`config.mk`:
```
export PLATFORM = sky130hd
export DESIGN_NAME = sdmrs_top
export DESIGN_NICKNAME = d
export VERILOG_FILES = /design/src/pkg/sdmrs_pkg.sv /design/src/pkg/sdmrs_cmd_if.sv /design/src/core/sdmrs_drv.sv /design/src/core/sdmrs_top.sv
export SDC_FILE = /design/constraint.sdc
export NUM_CORES = 1
export LEC_CHECK = 0
export CORE_MARGIN = 1.5
export CORE_UTILIZATION = 55
export CTS_CLUSTER_SIZE = 40
export DETAILED_ROUTE_END_ITERATION = 8
export DONT_BUFFER_PORTS = 1
export GPL_TIMING_DRIVEN = 0
export PLACE_DENSITY = 0.71
export SLEW_MARGIN = 0
export SYNTH_ARGS = -nofsm -noshare
export SYNTH_HDL_FRONTEND = slang
export SYNTH_HIERARCHICAL = 1
export SYNTH_SLANG_ARGS = --single-unit
```
`constraint.sdc`:
```
create_clock -name I_CLK -period 2.3 [get_ports I_CLK]
set_clock_uncertainty 0.2 [all_clocks]
set_input_delay 0.23 -clock I_CLK [delete_from_list [all_inputs] [get_ports I_CLK]]
set_output_delay 0.23 -clock I_CLK [all_outputs]
set_load 0.01 [all_outputs]
```
`src/pkg/sdmrs_pkg.sv`:
```
// Constants for the SDRAM mode register setup block.
// Assumes a 32-bit CPU address bus and one bus clock.
package sdmrs_pkg;
  // ==========================================
  // Trigger address windows
  localparam logic [31:0] AREA3_BASE = 32'hFFF8_5000;
  localparam logic [31:0] AREA2_BASE = 32'hFFF8_4000;
  localparam logic [31:0] WINDOW_MASK = 32'hFFFF_F000;
  // ==========================================
  // Command sequence
  localparam logic [3:0] REFRESH_COUNT = 4'h8;
  // SDRAM command codes {cs_n, ras_n, cas_n, we_n}
  localparam logic [3:0] CMD_NOP = 4'h7;
  localparam logic [3:0] CMD_PALL = 4'h2;
  localparam logic [3:0] CMD_AREF = 4'h1;
  localparam logic [3:0] CMD_MRS = 4'h0;
  // ==========================================
  // Mode field positions in the SDRAM address
  localparam int MODE_BL_LSB = 0;
  localparam int MODE_WT_BIT = 3;
  localparam int MODE_CL_LSB = 4;
  localparam int MODE_OP_LSB = 7;
  localparam int MODE_WIDTH = 11;
  localparam int SDRAM_ADDR_W = 15;
  typedef enum logic {BUS16, BUS32} sdmrs_width_e;
endpackage : sdmrs_pkg

```
`src/pkg/sdmrs_cmd_if.sv`:
```
// Command carrier between the sequencer and the command driver.
// Assumes both ends share I_CLK.
`timescale 1ns/1ps
`default_nettype none
interface sdmrs_cmd_if;
  logic [3:0] cmd;
  logic [14:0] addr;
  logic area3;
  modport seq (output cmd, output addr, output area3);
  modport drv (input cmd, input addr, input area3);
endinterface : sdmrs_cmd_if
`default_nettype wire

```
`src/core/sdmrs_drv.sv`:
```
// Registers the command onto the SDRAM pins.
// Assumes the sequencer holds commands stable for one cycle each.
`timescale 1ns/1ps
`default_nettype none
module sdmrs_drv (
  // Clock and reset
  input wire logic clk,
  input wire logic rst_b,
  // Command
  sdmrs_cmd_if.drv c,
  // Pins
  output logic [3:0] o_cmd,
  output logic [14:0] o_addr,
  output logic [1:0] o_cs_b
);
  // ==========================================
  // Chip select decode: only the addressed area sees the command
  wire logic cs_active = ~c.cmd[3];
  wire logic [1:0] cs_b_nxt = cs_active ? (c.area3 ? 2'b01 : 2'b10) : 2'b11;
  always_ff @(posedge clk or negedge rst_b) begin
    if (!rst_b) begin
      o_cmd <= sdmrs_pkg::CMD_NOP;
      o_addr <= 15'h0000;
      o_cs_b <= 2'b11;
    end else begin
      o_cmd <= c.cmd;
      o_addr <= c.addr;
      o_cs_b <= cs_b_nxt;
    end
  end
endmodule : sdmrs_drv
`default_nettype wire

```
`src/core/sdmrs_top.sv`:
```
// SDRAM mode register setup sequencer.
// Assumes a synchronous CPU write strobe and an SDRAM on area 2 or 3.
`timescale 1ns/1ps
`default_nettype none
// Operation
// RULE1 - Mode value goes out on SDRAM address lines, not data lines
// RULE2 - Burst read/single or burst write, length 1, sequential, CAS 2 or 3
// RULE3 - Word write to area 3 window at 0xFFF85000 plus mode starts setup
// RULE4 - Word write to area 2 window at 0xFFF84000 plus mode starts setup
// RULE5 - Host uses offset 0x440 or 0x460 for 16-bit area 2 CAS 2/3
// RULE6 - SDRAM address bit 11 upward driven low during mode set
// RULE7 - 16-bit bus: CPU A0 unused, CPU A1 drives SDRAM A0
// RULE8 - 32-bit bus: CPU A0 and A1 unused, mapping starts at A2
// RULE9 - Host shifts mode value left one bit to form the offset
// RULE10 - Map A1-3 burst, A4 wrap, A5-7 CAS, A8-11 op mode
// RULE11 - Issue precharge all, eight auto-refreshes, then mode write
// RULE12 - Area usable for normal access once mode write is issued
// RULE13 - Host waits SDRAM power-on idle time before triggering
// RULE14 - Write data ignored; bus cycle ends after the whole sequence
module sdmrs_top #(
  parameter sdmrs_pkg::sdmrs_width_e BUS_WIDTH = sdmrs_pkg::BUS16
) (
  // Clock and reset
  input wire logic I_CLK,
  input wire logic I_RST_B,
  // CPU bus
  input wire logic I_WR,
  input wire logic I_WORD,
  input wire logic [31:0] I_ADDR,
  input wire logic [15:0] I_WDATA,
  output logic O_READY,
  // SDRAM
  output logic [3:0] O_SD_CMD,
  output logic [14:0] O_SD_ADDR,
  output logic [1:0] O_SD_CS_B,
  // Status
  output logic O_AREA2_READY,
  output logic O_AREA3_READY,
  output logic O_BUSY
);
  // ==========================================
  // Reset release
  logic rst_meta_r;
  logic rst_b_r;
  always_ff @(posedge I_CLK or negedge I_RST_B) begin
    if (!I_RST_B) begin
      rst_meta_r <= 1'b0;
      rst_b_r <= 1'b0;
    end else begin
      rst_meta_r <= 1'b1;
      rst_b_r <= rst_meta_r;
    end
  end

  // ==========================================
  // Trigger decode
  wire logic hit3 = (I_ADDR & sdmrs_pkg::WINDOW_MASK) == sdmrs_pkg::AREA3_BASE; // RULE3
  wire logic hit2 = (I_ADDR & sdmrs_pkg::WINDOW_MASK) == sdmrs_pkg::AREA2_BASE; // RULE4
  // Data word is never looked at; only the address carries the mode
  wire logic trig = I_WR & I_WORD & (hit2 | hit3); // RULE14
  // Word addressing drops A0 on a 16-bit bus, A0-A1 on a 32-bit bus
  wire logic [10:0] mode_16 = I_ADDR[11:1]; // RULE7 RULE10
  wire logic [10:0] mode_32 = {1'b0, I_ADDR[11:2]}; // RULE8
  wire logic [10:0] mode_sel = (BUS_WIDTH == sdmrs_pkg::BUS16) ? mode_16 : mode_32;

  // ==========================================
  // Sequencer
  typedef enum logic [1:0] {IDLE, PALL, AREF, MRS} sdmrs_state_e;
  sdmrs_state_e state_r;
  sdmrs_state_e state_nxt;
  logic [3:0] ref_cnt_r;
  logic [3:0] ref_cnt_nxt;
  logic [10:0] mode_r;
  logic area3_r;
  logic [1:0] ready_r;
  logic [1:0] ready_nxt;

  always_comb begin
    state_nxt = state_r;
    ref_cnt_nxt = ref_cnt_r;
    ready_nxt = ready_r;
    unique case (state_r)
      IDLE: begin
        if (trig) begin
          state_nxt = PALL;
        end
      end
      PALL: begin
        state_nxt = AREF; // RULE11
        ref_cnt_nxt = 4'h0;
      end
      AREF: begin
        ref_cnt_nxt = ref_cnt_r + 4'h1;
        if (ref_cnt_r == sdmrs_pkg::REFRESH_COUNT - 4'h1) begin
          state_nxt = MRS; // RULE11
        end
      end
      MRS: begin
        state_nxt = IDLE;
        ready_nxt[area3_r] = 1'b1; // RULE12
      end
    endcase
  end

  always_ff @(posedge I_CLK or negedge rst_b_r) begin
    if (!rst_b_r) begin
      state_r <= IDLE;
      ref_cnt_r <= 4'h0;
      mode_r <= 11'h000;
      area3_r <= 1'b0;
      ready_r <= 2'b00;
    end else begin
      state_r <= state_nxt;
      ref_cnt_r <= ref_cnt_nxt;
      ready_r <= ready_nxt;
      if (state_r == IDLE && trig) begin
        mode_r <= mode_sel;
        area3_r <= hit3;
      end
    end
  end

  // ==========================================
  // Command and address
  sdmrs_cmd_if cmd_bus ();
  assign cmd_bus.cmd = (state_r == PALL) ? sdmrs_pkg::CMD_PALL :
                       (state_r == AREF) ? sdmrs_pkg::CMD_AREF :
                       (state_r == MRS) ? sdmrs_pkg::CMD_MRS : sdmrs_pkg::CMD_NOP;
  // A10 high on precharge selects all banks; mode on address, upper bits low
  assign cmd_bus.addr = (state_r == MRS) ? {4'h0, mode_r} : // RULE1 RULE6 RULE2
                        (state_r == PALL) ? 15'h0400 : 15'h0000;
  assign cmd_bus.area3 = area3_r;

  sdmrs_drv u_drv (
    .clk(I_CLK),
    .rst_b(rst_b_r),
    .c(cmd_bus.drv),
    .o_cmd(O_SD_CMD),
    .o_addr(O_SD_ADDR),
    .o_cs_b(O_SD_CS_B)
  );

  // ==========================================
  // Bus handshake: write held until the sequencer is in MRS, the cycle before the mode write reaches the pins
  assign O_READY = (state_r == MRS) | (I_WR & ~trig); // RULE14
  assign O_AREA2_READY = ready_r[0];
  assign O_AREA3_READY = ready_r[1];
  assign O_BUSY = state_r != IDLE;
endmodule : sdmrs_top
`default_nettype wire

```
; ---- Word-level counts from Yosys, hierarchy flattened
; Index checks and enable logic that the tools add are counted.
[totals]
rom_bits = 0
mem_count = 0
latchBits = 0
in_bits = 52
regBits = 38
mem_bits_rw = 0
[op_classes]
n_eq_ne = 8
addsub = 1
n_shift = 0
bitwise = 7
mul = 0
div = 0
muxes = 13
order_cmp = 2
n_reduce_logical = 6
[op_table]
columns = op, n
row1 = $eq 20x20->1 const B, 2
row2 = $mux 11, 2
row3 = $mux 3, 3
row4 = $mux 2, 4
row5 = $pmux 2 s4, 1
row6 = $pmux 4 s2, 1
row7 = $add 4x1->4 const B, 1
row8 = $eq 2x2->1 const B, 2
row9 = $eq 4x3->1 const B, 1
row10 = $ne 2x2->1 const B, 2
row11 = $reduce_bool 2->1, 2
row12 = $and 1x1->1, 3
row13 = $eq 2x1->1 const B, 1
row14 = $logic_and 1x1->1, 2
row15 = $logic_not 2->1, 1
row16 = $lt 1x2->1 const B, 1
row17 = $or 1x1->1, 2
row18 = $or 2x2->2, 1
row19 = $reduce_and 2->1, 1
row20 = $demux 1 s1, 1
row21 = $ge 1x1->1 const B, 1
row22 = $mux 1, 1
row23 = $not 1->1, 1

; ---- Depth between registers and ports, before layout
[depth]
depth_word = 6
depth_mapped = 6
depth_no_buf = 6

; ---- By module
; The synthesis kept the hierarchy.
[by_module_without_submodules]
columns = module, n_inst, area_per_inst_um2, seq_area_each_um2, cells_per_inst
row1 = sdmrs_top, 1, 1168.6, 550.5, 100
row2 = sdmrs_drv, 1, 544.3, 531.8, 23

; ---- Worst setup path before layout
; Ideal clock, no wire load.
[synth_path]
path_type = input-to-reg
start = input port I_ADDR[17]
end = register mode_r[0]
path_buffers = 1
path_stages = 5
arrival_time_ns = 1.769
setup_slack_ns = 0.205
cell_sequence = or4b_4 > nor4_4 > and3_4 > buf_12 > mux2_4
[synth_via]
elab_chain_cells = 4
word_cells_on_any_way = 5
classes_between = eq/ne: 2 / bitwise: 2 / reduce/logical: 1
[synth_lines]
columns = element, line_no
row1 = start: declaration, sdmrs_top.sv:29  ; input wire logic [31:0] I_ADDR,
row2 = "$eq 20x20->1, on equally long branches", "sdmrs_top.sv:58, sdmrs_top.sv:57"
row3 = $or 1x1->1 (*), sdmrs_top.sv:60  ; wire logic trig = I_WR & I_WORD & (hit2 | hit3);
row4 = $and 1x1->1 (*), sdmrs_top.sv:60
row5 = $logic_and 1x1->1 (*), sdmrs_top.sv:116  ; if (state_r == IDLE && trig) begin
row6 = end signal: assignment, sdmrs_top.sv:117  ; mode_r <= mode_sel;
row7 = end: declaration, sdmrs_top.sv:73  ; logic [10:0] mode_r;
; Mark *: on every way between the ends. The rest lies on a longest branch, timed or not.
; A chain may end at the register's enable or synchronous reset.

; ---- Final worst setup path
[layout_path]
start = register state_r[0]
end = output port O_READY
[layout_via]
elab_chain_cells = 2
[layout_lines]
columns = element, line_no
row1 = start: declaration, sdmrs_top.sv:69  ; sdmrs_state_e state_r;
row2 = start signal: assignment, sdmrs_top.sv:113  ; state_r <= state_nxt;
row3 = $eq 2x2->1, sdmrs_top.sv:145  ; assign O_READY = (state_r == MRS) | (I_WR & ~trig);
row4 = $or 1x1->1, sdmrs_top.sv:145
row5 = end: declaration, sdmrs_top.sv:31  ; output logic O_READY,
; No other way between the ends.

==> flow_metrics.py <==
metrics = {
    "run_status": {
        "status": "finished, final reports clean",
    },
    "worst_setup_path": {
        "required_ns": 1.87,
        "cp_max_fo": 10,
        "path_cells": "ha_1 > buf_1 > a21o_1",
        "regToRegStartpoint": "state_r[0]",
        "reg2reg_slack_ns": 0.43,
        "path_class": "reg -> out",
        "crit_arrival_ns": 1.61,
        "worstSetupStartpointType": "register",
        "cp_num_buf_inv": 1,
        "max_stage_delay_ns": 0.44,
        "cp_slowest_cell": "dfrtp_1",
        "r2r_end": "mode_r[5]",
        "endpoint_kind": "output pin",
        "crit_family": "flip-flops",
        "rr_worst_depth": 5,
        "crit_path_start": "state_r[0]",
    },
    "global_route": {
        "track_usage_pct": 18.3,
        "grt_pass1_vias": 1025,
        "grt_pass1_wl_mm": 4.57,
        "antenna_found_initial": 0,
        "grt_max_degree": 42,
        "grt_overflow_total": 0,
    },
    "detailed_routing": {
        "vias_per_cell": 5.38,
        "num_vias": 1006,
        "wirelength_mm": 2.72,
        "routedWlPerCell_um": 14.6,
        "ant_nets": 0,
        "drc": 0,
        "dr.pass1.iters": 4,
        "dr.first_iter.drc_count": 24,
    },
    "sta": {
        "finalSetupViolCount": 0,
        "rsz0062_at_grt": "false",
        "fmax_ghz": 0.489,
        "final.min_clock_period_ns": 2.04,
        "hold_ws_ns": 0.0278,
        "worst_slack_ns": 0.255,
        "tns_ns": 0,
        "slew_violations": 0,
        "fin_crit_sh_pct": 88.9,
        "hold_viol_final": 0,
        "worst_pin_slew_ns": 0.836,
        "slew_headroom_pct": 44.3,
    },
    "power": {
        "swShare_pct": 30.4,
        "p_int_uw": 1070,
        "combPwrFrac_pct": 17.4,
        "p_leak_uw": 0.000950,
        "power_density_nw_per_um2": 765,
        "max-vdd-ir-drop_mv": 0.418,
        "seqPwrFrac_pct": 59.4,
        "p_total_uw": 1530,
        "pwr-share-clk_pct": 23.2,
        "p_sw_uw": 466,
    },
    "clock_tree": {
        "clock_path_buffers": 2,
        "path_clk_slew_ns": 0.12,
        "cts_tree": "yes",
        "clock_latency_ns": 0.36,
        "clkSinkCount": 43,
        "h-tree-depth": 2,
        "root_buffer": "clkbuf_4",
        "ctsResizeCount": 0,
        "cts_made_buffers": 5,
    },
    "floorplan": {
        "die_h_um": 58.8,
        "start_util_pct": 57.0,
        "dieWidth_um": 58.8,
        "ios": 77,
        "core_sq_um": 3000,
        "row_count": 20,
        "dieArea_sq_um": 3460,
    },
    "yosys": {
        "yosysMostFrequentCell": "dfrtp_1",
        "ys_top_cells_by_area": "dfrtp_1, mux2_4, dfstp_2, ha_1, and2_1",
        "syn_area_sq_um": 1710,
        "syn-instance-count": 123,
        "yosysWarnings": 6,
        "ys.flop_type": "dfrtp_1",
        "yosys.area.top_type": "dfrtp_1",
        "synth_edf_count": 0,
        "ys_types": 32,
        "synth_top_cell_area_share_pct": 55.5,
        "synth-seq-cells": 43,
        "async_reset_ff_share_pct": 100,
        "yosys-top-cells-count": "dfrtp_1, and2_1, mux2_4, inv_1, ha_1",
        "seq_area_frac_synth_pct": 63.2,
        "syn_avg_cell_area_sq_um": 13.9,
    },
    "layout": {
        "multiInputGateArea_sq_um": 599,
        "regArea_sq_um": 1080,
        "layout-drive-gt1-share_pct": 19.5,
        "synthToLayoutAreaGrowth_pct": 16.9,
        "fillCellCount": 236,
        "nets": 211,
        "diodes": 0,
    },
    "job": {
        "drv_cap": 0,
    },
    "worst_hold_path": {
        "holdPathEnd": "state_r[0]",
        "hp-class": "in -> reg",
        "hold_depth": 4,
        "hold_start": "I_ADDR[23]",
    },
    "place": {
        "dp_hpwl_mm": 1.84,
        "place_congestion": 0.681,
        "portBuffers": 0,
        "preCtsSetupSlack_ns": 0.121,
    },
}
[how the worst max path moves through the flow]
stage	to	slack, ns	depth (start not counted)
after floorplan	mode_r[0]	0.21	5
after global placement	mode_r[7]	0.14	5
after detailed placement	mode_r[0]	0.12	5
after CTS	O_READY	0.24	3
after global routing	O_READY	0.15	3
final	O_READY	0.26	3
[power groups by stage]
stage	Sequential, uW	Combinational [uW]	Clock (uW)
2_1_floorplan	910	197	0
3_3_place_gp	924	232	0
3_5_place_dp	925	245	0
4_1_cts	911	268	371
5_1_grt	922	308	411
6_report	910	266	355
[stage by stage]
| step | util (%) | instance area, sq um | cells |
|---|---|---|---|
| 2_1_floorplan | - | 1740 | 129 |
| 3_3_place_gp | 59.2 | 1780 | 162 |
| 5_1_grt | 66.7 | 2000 | 187 |
| 3_5_place_dp | 59.2 | 1780 | 162 |
| 6_report | 66.7 | 2000 | 187 |
| 4_1_cts | 66.7 | 2000 | 187 |
[final cells by class]
| cell class | instances | share of cell area (%) |
|---|---|---|
| Clock buffer | 6 | 2.06 |
| Sequential cell | 43 | 54.1 |
| Multi-Input combinational cell | 76 | 29.9 |
| Tap cell | 33 | 2.06 |
| Clock inverter | 2 | 0.625 |
| Inverter | 7 | 1.31 |
| Timing Repair Buffer | 17 | 8.50 |
| Buffer | 3 | 1.37 |
[registers in the layout, indices dropped and copies added, names as in the netlist, 2 cells and up]
name          cells
ref_cnt_r         4
u_drv/o_addr     15
u_drv/o_cs_b      2
u_drv/o_cmd       4
state_r           2
mode_r           11
ready_r           2
[per-layer routing]
layer	vias to the layer above	GRT usage [%]	share of wire [%]	routed length (um)
li1	469	-	-	-
met1	482	21.6	41	1120
met2	51	27.9	49	1330
met3	4	7.25	7.9	216
met4	0	11.0	2.1	58
met5	-	0	0	0
[kinds of logic (layout without fill, tap and decap cells)]
family,count (synthesis),count (layout),share of synthesized area (%)
other cells,2,8,0.438
compound gates,14,14,5.11
simple gates,34,34,12.7
flops,43,43,63.2
buf+inv,10,35,3.14
fa+ha+maj,6,6,4.38
mux,14,14,11.0
[layout by cell type, fill, tap and decap left out, types with 3 or more instances in the layout]
master | netlist | layout
and2_1 | 10 | 10
nor2_1 | 3 | 3
mux2_2 | 3 | 3
ha_1 | 6 | 6
dfrtp_1 | 38 | 37
a21o_1 | 3 | 3
o21ai_0 | 4 | 4
nand2_1 | 5 | 5
dfstp_2 | 5 | 5
mux2_4 | 9 | 9
clkbuf_4 | 0 | 5
inv_1 | 7 | 7
conb_1 | 2 | 8
dlygate4sd3_1 | 0 | 17
nand3_1 | 5 | 5
[what timing repair did]
item,in CTS,in global routing
buffers inserted,0,0
hold buffers,17,0
endpoints found under the setup margin,0,0
endpoints found under the hold margin,15,0
[worst min-delay path: stages]
cell,delay (ns)
nand2_1,0.08
nor4_4,0.06
nand2_1,0.09
a31oi_1,0.08
Power figures use the tool's default switching activity.
